<file path="config.mk">
export PLATFORM = sky130hd
export DESIGN_NAME = txt_delay_timer
export DESIGN_NICKNAME = d
export VERILOG_FILES = /design/src/hw/txt_pulse_gen.v /design/src/hw/txt_delay_timer.v
export VERILOG_INCLUDE_DIRS = /design/src /design/src/pkg
export SDC_FILE = /design/constraint.sdc
export NUM_CORES = 1
export LEC_CHECK = 0
export ABC_AREA = 0
export BUFFER_PORTS_ARGS = -buffer_cell sky130_fd_sc_hd__buf_2
export CAP_MARGIN = 20
export CORE_ASPECT_RATIO = 1.2
export CORE_UTILIZATION = 45
export CTS_CLUSTER_DIAMETER = 150
export CTS_CLUSTER_SIZE = 30
export DETAILED_ROUTE_END_ITERATION = 8
export PLACE_DENSITY = 0.67
export SYNTH_ARGS = -nofsm -noshare
export SYNTH_HDL_FRONTEND = slang
export SYNTH_HIERARCHICAL = 1
export SYNTH_SLANG_ARGS = --single-unit
</file>
<file path="constraint.sdc">
create_clock -name clk_i -period 6.4 [get_ports clk_i]
set_clock_uncertainty 0.2 [all_clocks]
set_input_delay 1.92 -clock clk_i [delete_from_list [all_inputs] [get_ports clk_i]]
set_output_delay 1.92 -clock clk_i [all_outputs]
set_load 0.05 [all_outputs]
</file>
<file path="src/pkg/txt_regs.vh">
`ifndef TXT_REGS_VH
`define TXT_REGS_VH

// register indices; byte address is four times the index
`define TXT_IDX_PROTO 6'h01
`define TXT_IDX_TIMER_HI 6'h04
`define TXT_IDX_TIMER_LO 6'h05
`define TXT_IDX_PULSE 6'h06
`define TXT_IDX_STATUS 6'h0b
`define TXT_IDX_COUNT_LO 6'h0c
`define TXT_IDX_COUNT_HI 6'h0d

// reset and preset values
`define TXT_PROTO_RESET 8'h00
`define TXT_TIMER_HI_RESET 8'hc2
`define TXT_TIMER_LO_RESET 8'h00
`define TXT_PULSE_RESET 8'h00

// field positions
`define TXT_SEL_MSB 7
`define TXT_SEL_LSB 6
`define TXT_LEN_HI_MSB 5
`define TXT_PROTO_MSB 2
`define TXT_ST_RUN 0
`define TXT_ST_PULSE 1
`define TXT_ST_EN 2

// start selector codes
`define TXT_SEL_TX_BEGIN 2'h0
`define TXT_SEL_TX_END 2'h1
`define TXT_SEL_RX_BEGIN 2'h2
`define TXT_SEL_RX_END 2'h3

// protocol codes
`define TXT_PROTO_VIC 3'h0
`define TXT_PROTO_A106 3'h1
`define TXT_PROTO_A212 3'h2
`define TXT_PROTO_A424 3'h3
`define TXT_PROTO_A848 3'h4

// timing, clock 50 MHz; least times round up
`define TXT_CLK_MHZ 50
`define TXT_TICK_NS 590
`define TXT_TICK_CYC ((`TXT_TICK_NS * `TXT_CLK_MHZ + 999) / 1000)
`define TXT_STEP_DNS 737
`define TXT_STEP_CYC ((`TXT_STEP_DNS * `TXT_CLK_MHZ + 9999) / 10000)
`define TXT_VIC_NS 9440
`define TXT_A106_NS 2360
`define TXT_A212_NS 1400
`define TXT_A424_NS 737
`define TXT_NS2CYC(ns) (((ns) * `TXT_CLK_MHZ + 999) / 1000)

`endif

</file>
<file path="src/hw/txt_pulse_gen.v">
`timescale 1ns/100ps
module txt_pulse_gen (
    input wire clk_i,
    input wire rst_i,
    input wire clear_i,
    input wire start_i,
    input wire bypass_i,
    input wire level_i,
    input wire [9:0] width_i,
    output reg pulse_o
);

reg [9:0] count_r;

always @(posedge clk_i) begin
    if (rst_i || clear_i) begin
        pulse_o <= 1'b0;
        count_r <= 10'h000;
    end else if (bypass_i) begin
        // no width control: modulation follows level_i, not the start request
        pulse_o <= level_i;
        count_r <= 10'h000;
    end else if (start_i && width_i != 10'h000) begin
        pulse_o <= 1'b1;
        count_r <= width_i - 10'h001;
    end else if (count_r != 10'h000) begin
        count_r <= count_r - 10'h001;
    end else begin
        pulse_o <= 1'b0;
    end
end

endmodule

</file>
<file path="src/hw/txt_delay_timer.v">
// The Wishbone interface to the registers was chosen for this implementation.
`timescale 1ns/100ps
`include "txt_regs.vh"
// Notes on behaviour
// - selector bits pick one of four start events
// - 14-bit length, 590 ns per unit
// - zero length disables the delay timer
// - length sets trigger time after start event
// - high timer register defaults to c2
// - low timer register defaults to zero
// - protocol write reloads both timer registers
// - zero override uses the protocol pulse width
// - nonzero override sets width times 73.7 ns
// - override cleared by reset, enable, protocol write
// - protocol widths 9.44, 2.36, 1.4 us, 737 ns
module txt_delay_timer (
    input wire clk_i,
    input wire rst_i,
    input wire [7:0] wb_adr_i,
    input wire [31:0] wb_dat_i,
    input wire wb_we_i,
    input wire [3:0] wb_sel_i,
    input wire wb_stb_i,
    input wire wb_cyc_i,
    output reg [31:0] wb_dat_o,
    output reg wb_ack_o,
    input wire en_i,
    input wire tx_sof_begin_i,
    input wire tx_sof_end_i,
    input wire rx_sof_begin_i,
    input wire rx_sof_end_i,
    input wire mod_req_i,
    input wire mod_level_i,
    output reg tx_trigger_o,
    output reg timer_busy_o,
    output wire mod_pulse_o
);

// counts round up; cut on purpose to the counter widths
localparam integer TICK_LAST_I = `TXT_TICK_CYC - 1;
localparam integer STEP_I = `TXT_STEP_CYC;
localparam integer VIC_I = `TXT_NS2CYC(`TXT_VIC_NS);
localparam integer A106_I = `TXT_NS2CYC(`TXT_A106_NS);
localparam integer A212_I = `TXT_NS2CYC(`TXT_A212_NS);
localparam integer A424_I = `TXT_NS2CYC(`TXT_A424_NS);
localparam [4:0] TICK_LAST = TICK_LAST_I[4:0];
localparam [9:0] STEP_CYC = STEP_I[9:0];
localparam [9:0] VIC_CYC = VIC_I[9:0];
localparam [9:0] A106_CYC = A106_I[9:0];
localparam [9:0] A212_CYC = A212_I[9:0];
localparam [9:0] A424_CYC = A424_I[9:0];

function hit;
    input [5:0] idx;
    input [5:0] target;
    begin
        hit = (idx == target);
    end
endfunction

// enable pin synchroniser
reg en_s1_r;
reg en_s2_r;
reg en_s3_r;
reg en_r;

always @(posedge clk_i) begin
    if (rst_i) begin
        en_s1_r <= 1'b0;
        en_s2_r <= 1'b0;
        en_s3_r <= 1'b0;
        en_r <= 1'b0;
    end else begin
        en_s1_r <= en_i;
        en_s2_r <= en_s1_r;
        en_s3_r <= en_s2_r;
        // a change counts only once the last two stages agree
        if (en_s2_r == en_s3_r) begin
            en_r <= en_s3_r;
        end
    end
end

wire preset = ~en_r;

// bus decode
wire [5:0] idx = wb_adr_i[7:2];
wire req = wb_cyc_i && wb_stb_i && !wb_ack_o;
// only byte lane 0 carries register bits; other lanes are dropped
wire wr = req && wb_we_i && wb_sel_i[0];
wire rd = req && !wb_we_i;
wire wr_proto = wr && hit(idx, `TXT_IDX_PROTO);
wire wr_hi = wr && hit(idx, `TXT_IDX_TIMER_HI);
wire wr_lo = wr && hit(idx, `TXT_IDX_TIMER_LO);
wire wr_pulse = wr && hit(idx, `TXT_IDX_PULSE);

// registers
reg [7:0] proto_r;
reg [7:0] timer_hi_r;
reg [7:0] timer_lo_r;
reg [7:0] pulse_r;

always @(posedge clk_i) begin
    if (rst_i || preset) begin
        proto_r <= `TXT_PROTO_RESET;
    end else if (wr_proto) begin
        proto_r <= wb_dat_i[7:0];
    end
end

always @(posedge clk_i) begin
    if (rst_i || preset || wr_proto) begin
        timer_hi_r <= `TXT_TIMER_HI_RESET;
        timer_lo_r <= `TXT_TIMER_LO_RESET;
        pulse_r <= `TXT_PULSE_RESET;
    end else begin
        if (wr_hi) begin
            timer_hi_r <= wb_dat_i[7:0];
        end
        if (wr_lo) begin
            timer_lo_r <= wb_dat_i[7:0];
        end
        if (wr_pulse) begin
            pulse_r <= wb_dat_i[7:0];
        end
    end
end

// start event selection
wire [1:0] start_sel = timer_hi_r[`TXT_SEL_MSB:`TXT_SEL_LSB];
wire [13:0] delay_len = {timer_hi_r[`TXT_LEN_HI_MSB:0], timer_lo_r};
wire len_zero = (delay_len == 14'h0000);
reg start_evt;

always @* begin
    case (start_sel)
        `TXT_SEL_TX_BEGIN: begin
            start_evt = tx_sof_begin_i;
        end
        `TXT_SEL_TX_END: begin
            start_evt = tx_sof_end_i;
        end
        `TXT_SEL_RX_BEGIN: begin
            start_evt = rx_sof_begin_i;
        end
        `TXT_SEL_RX_END: begin
            start_evt = rx_sof_end_i;
        end
        default: begin
            start_evt = 1'b0;
        end
    endcase
end

// delay timer states
localparam ST_IDLE = 1'b0;
localparam ST_RUN = 1'b1;

reg state_r;
reg [4:0] pre_r;
reg [13:0] cnt_r;

always @(posedge clk_i) begin
    if (rst_i || preset || wr_proto) begin
        state_r <= ST_IDLE;
        pre_r <= 5'h00;
        cnt_r <= 14'h0000;
        tx_trigger_o <= 1'b0;
    end else begin
        tx_trigger_o <= 1'b0;
        if (start_evt && !len_zero) begin
            // a new start event restarts a running count
            state_r <= ST_RUN;
            pre_r <= TICK_LAST;
            cnt_r <= delay_len;
        end else begin
            case (state_r)
                ST_IDLE: begin
                    pre_r <= 5'h00;
                end
                ST_RUN: begin
                    if (pre_r == 5'h00) begin
                        pre_r <= TICK_LAST;
                        if (cnt_r == 14'h0001) begin
                            state_r <= ST_IDLE;
                            tx_trigger_o <= 1'b1;
                        end
                        cnt_r <= cnt_r - 14'h0001;
                    end else begin
                        pre_r <= pre_r - 5'h01;
                    end
                end
                default: begin
                    state_r <= ST_IDLE;
                end
            endcase
        end
    end
end

always @(posedge clk_i) begin
    if (rst_i) begin
        timer_busy_o <= 1'b0;
    end else begin
        timer_busy_o <= (state_r == ST_RUN) && !preset && !wr_proto;
    end
end

// pulse width selection, registered to break the multiply path
reg [9:0] width_r;
reg bypass_r;
wire [2:0] proto = proto_r[`TXT_PROTO_MSB:0];
// 255 steps of four cycles still fit the 10-bit width counter
wire [17:0] ovr_prod = pulse_r * STEP_CYC;

always @(posedge clk_i) begin
    if (rst_i || preset) begin
        width_r <= VIC_CYC;
        bypass_r <= 1'b0;
    end else if (pulse_r != `TXT_PULSE_RESET) begin
        width_r <= ovr_prod[9:0];
        bypass_r <= 1'b0;
    end else begin
        bypass_r <= 1'b0;
        case (proto)
            `TXT_PROTO_VIC: begin
                width_r <= VIC_CYC;
            end
            `TXT_PROTO_A106: begin
                width_r <= A106_CYC;
            end
            `TXT_PROTO_A212: begin
                width_r <= A212_CYC;
            end
            `TXT_PROTO_A424: begin
                width_r <= A424_CYC;
            end
            default: begin
                // no width control at 848 kbps and unlisted codes
                width_r <= 10'h000;
                bypass_r <= 1'b1;
            end
        endcase
    end
end

txt_pulse_gen u_pulse (
    .clk_i(clk_i),
    .rst_i(rst_i),
    .clear_i(preset),
    .start_i(mod_req_i),
    .bypass_i(bypass_r),
    .level_i(mod_level_i),
    .width_i(width_r),
    .pulse_o(mod_pulse_o)
);

// high count byte is latched on a low byte read so the pair agrees
reg [5:0] cnt_hi_snap_r;

always @(posedge clk_i) begin
    if (rst_i) begin
        cnt_hi_snap_r <= 6'h00;
    end else if (rd && hit(idx, `TXT_IDX_COUNT_LO)) begin
        cnt_hi_snap_r <= cnt_r[13:8];
    end
end

// read data and ack; unmapped indices read zero and still ack
reg [7:0] rd_byte;

always @* begin
    rd_byte = 8'h00;
    if (hit(idx, `TXT_IDX_PROTO)) begin
        rd_byte = proto_r;
    end else if (hit(idx, `TXT_IDX_TIMER_HI)) begin
        rd_byte = timer_hi_r;
    end else if (hit(idx, `TXT_IDX_TIMER_LO)) begin
        rd_byte = timer_lo_r;
    end else if (hit(idx, `TXT_IDX_PULSE)) begin
        rd_byte = pulse_r;
    end else if (hit(idx, `TXT_IDX_STATUS)) begin
        rd_byte[`TXT_ST_RUN] = (state_r == ST_RUN);
        rd_byte[`TXT_ST_PULSE] = mod_pulse_o;
        rd_byte[`TXT_ST_EN] = en_r;
    end else if (hit(idx, `TXT_IDX_COUNT_LO)) begin
        rd_byte = cnt_r[7:0];
    end else if (hit(idx, `TXT_IDX_COUNT_HI)) begin
        rd_byte = {2'b00, cnt_hi_snap_r};
    end
end

always @(posedge clk_i) begin
    if (rst_i) begin
        wb_ack_o <= 1'b0;
        wb_dat_o <= 32'h00000000;
    end else begin
        wb_ack_o <= req;
        if (rd) begin
            wb_dat_o <= {24'h000000, rd_byte};
        end
    end
end

endmodule

</file>
==> impl_metrics.json <==
{
  "outcome": "complete, but fails checks",
  "violations": "design-rule violations",
  "combPwrFrac": 0.078,
  "tns_ps": 0,
  "yosys_most_used_dff": "dfxtp_1",
  "relSlewSlack": 0.321,
  "antenna_found_initial": 0,
  "nNetsFinal": 621,
  "clock_latency_ps": 350,
  "io_pins": 92,
  "worst_pin_slew_ps": 1020,
  "grt_max_degree": 42,
  "post-route-min-period_ps": 4380,
  "startpoint": "wb_adr_i[5]",
  "die_x_um": 96.7,
  "portBuffers": 38,
  "leakage_nw": 1.88,
  "rrSetupSlack_ps": 3940,
  "worstReg2RegEnd": "cnt_r[10]",
  "grt_pass1_vias": 3713,
  "ys_ff_latch": 95,
  "start_util": 0.462,
  "clk_path_buf_depth": 2,
  "holdCritStartpoint": "wb_dat_o[1]",
  "hold_violations": 0,
  "core_mm2": 0.0105,
  "vdd_drop_max_uv": 159,
  "hpwl_mm": 8.76,
  "synth_seq_area_share": 0.393,
  "fmax_ghz": 0.228,
  "rsz0062_at_grt": "false",
  "design.die.area_mm2": 0.0112,
  "netlist_area_mm2": 0.00484,
  "path_cells": "buf_2 > or4b_1 > nor3_4 > nor2b_1 > mux2i_1 > nand2_1",
  "critical_path_class": "in -> reg",
  "slew_viol_final": 0,
  "p_sw_frac": 0.258,
  "critPathTopFamily": "simple AND/OR/NAND/NOR gates",
  "dr.pass1.iters": 7,
  "die_y_um": 116,
  "internal-power_mw": 0.924,
  "cts-root-buf": "clkbuf_16",
  "worstPathArrival_ps": 4420,
  "grt_pass1_wl_mm": 18.9,
  "min_to": "wb_dat_o[1]",
  "cts_inserted_buffers": 9,
  "start_kind": "input pin",
  "async_flop_share": 0,
  "cts-resized-gates": 0,
  "cap_violations": 0,
  "drt-wirelength-per-cell_um": 17.1,
  "clk_pin_slew_ps": 70,
  "drc": 2,
  "grt_overflow": 0,
  "clock-sinks": 95,
  "cp-end-kind": "flop",
  "htree_levels": 3,
  "drive_gt1_frac": 0.143,
  "synth_area_leaders": "dfxtp_1, mux2i_1, nor2_1",
  "grtUsageTotal": 0.218,
  "cp_slowest_cell": "nor2b_1",
  "power.switching_mw": 0.321,
  "rows": 41,
  "r2r_start": "timer_hi_r[6]",
  "setup_viol": 0,
  "netlist.area_leader.share": 0.393,
  "num_vias": 3933,
  "ant_nets": 0,
  "yosysWarningCount": 6,
  "tritoncts": "done",
  "reg2reg_depth": 4,
  "pwr-share-clk": 0.444,
  "synth_cells": 538,
  "wl_mm": 11.9,
  "cellPowerDensity_mw_per_mm2": 236,
  "cts_setup_buffers": 0,
  "antenna_cells": 0,
  "power_mw": 1.24,
  "critPathMaxStageDelay_ps": 820,
  "drt_iter0_markers": 223,
  "avgSynthCellArea_um2": 8.99,
  "hold_class": "reg -> reg",
  "seqPwrFrac": 0.478,
  "viasPerCell": 5.66,
  "area_delta_synth_final_pct": 8.90,
  "yosysUniqueCellTypes": 63,
  "place_congestion": 0.892,
  "hold_path_depth": 2,
  "worst-path-max-fanout": 11,
  "fin_crit_sh": 0.685,
  "postCtsHoldBufs": 0,
  "cp_data_required_time_ps": 6430,
  "fin_util": 0.503,
  "yosys.area.top_type": "dfxtp_1",
  "synth_edf_count": 0,
  "path_buf_inv": 1
}
[cell usage in the layout, fill, tap and decap left out, drive strengths merged, types with 7 or more instances in the layout]
cell type,Yosys,layout
a21oi,17,17
conb,1,24
nor3,20,20
xor2,7,7
xnor2,11,11
o21ai,24,24
a211oi,14,14
a22oi,12,12
mux2i,46,46
nor2b,8,8
inv,11,13
dfxtp,95,95
nand3,8,8
nand3b,8,8
nand2b,9,9
o31ai,7,7
buf,36,40
a221oi,8,8
clkbuf,15,9
nor2,82,82
nand2,37,37
nor4,13,13
[layer usage]
metal  wire, µm  vias to the layer above  GRT usage
met4        396                        0      0.113
li1           -                     1922          -
met1       5070                     1885      0.258
met2       5900                      104      0.379
met3        487                       22     0.0416
met5          0                        -          0
[cell type report]
type	instances	area [µm²]
timing repair buffer	40	205
multi-input combinational	404	2650
tap	129	161
sequential	95	1900
clock buffer	9	225
clock inverter	7	81.3
fill	1001	5200
inverter	11	41.3
[registers in the layout, summed over array words and instances, names as in the netlist, 5 cells and up]
signal / flops
wb_dat_o: 8
cnt_hi_snap_r: 6
timer_lo_r: 8
timer_hi_r: 8
pre_r: 5
proto_r: 8
width_r: 10
u_pulse/count_r: 10
cnt_r: 14
pulse_r: 8
[cells in the mapped netlist (11+ instances only)]
library cell / n
dfxtp_1: 95
nor2_1: 80
mux2i_1: 46
nand2_1: 36
buf_4: 31
o21ai_0: 21
a21oi_1: 17
a211oi_1: 14
clkbuf_1: 14
nor3_1: 14
a22oi_1: 12
inv_1: 11
nor4_1: 11
xnor2_1: 11
[through the flow]
stage	cells	worst slack, ps	hold slack (ps)	area (µm²)
after global placement	678	1730	226	4950
after CTS	695	2040	243	5270
after floorplan	561	2520	214	4920
after detailed placement	679	1690	234	4960
after global routing	695	1900	264	5270
final	695	2020	241	5270
[kinds of logic (layout without fill, tap and decap cells)]
kind of cell | count (synthesis) | after routing | synth area share
xor+xnor | 18 | 18 | 0.0326
simple gates | 211 | 211 | 0.234
fa+ha+maj | 4 | 4 | 0.0103
flops | 95 | 95 | 0.393
buf+inv | 62 | 67 | 0.0778
mux | 47 | 47 | 0.0998
other cells | 1 | 24 | 0.000775
compound gates | 100 | 100 | 0.152
[worst max path at each step]
stage	end	slack, ps	depth (start not counted)
2_1_floorplan	cnt_r[3]	2520	7
3_3_place_gp	timer_hi_r[1]	1730	6
3_5_place_dp	timer_hi_r[6]	1690	6
4_1_cts	timer_hi_r[7]	2040	6
5_1_grt	timer_hi_r[7]	1900	6
6_report	timer_hi_r[7]	2020	6
[power by group through the flow]
stage                     logic (mW)  clock network, mW  registers, mW
final                         0.0977              0.552          0.595
after global placement        0.0958                  0          0.608
after floorplan               0.0827                  0          0.615
after CTS                     0.0972              0.559          0.595
after detailed placement      0.0971                  0          0.608
after global routing           0.105              0.591          0.595
[worst register-to-register path, delay by kind of cell (launching register included)]
family,cells,cell delay (ps)
AND/OR/NAND/NOR,2,900
multiplexers,1,560
flip-flops,1,450
AO/OA/AOI/OAI,1,260
Power figures use the tool's default switching activity.
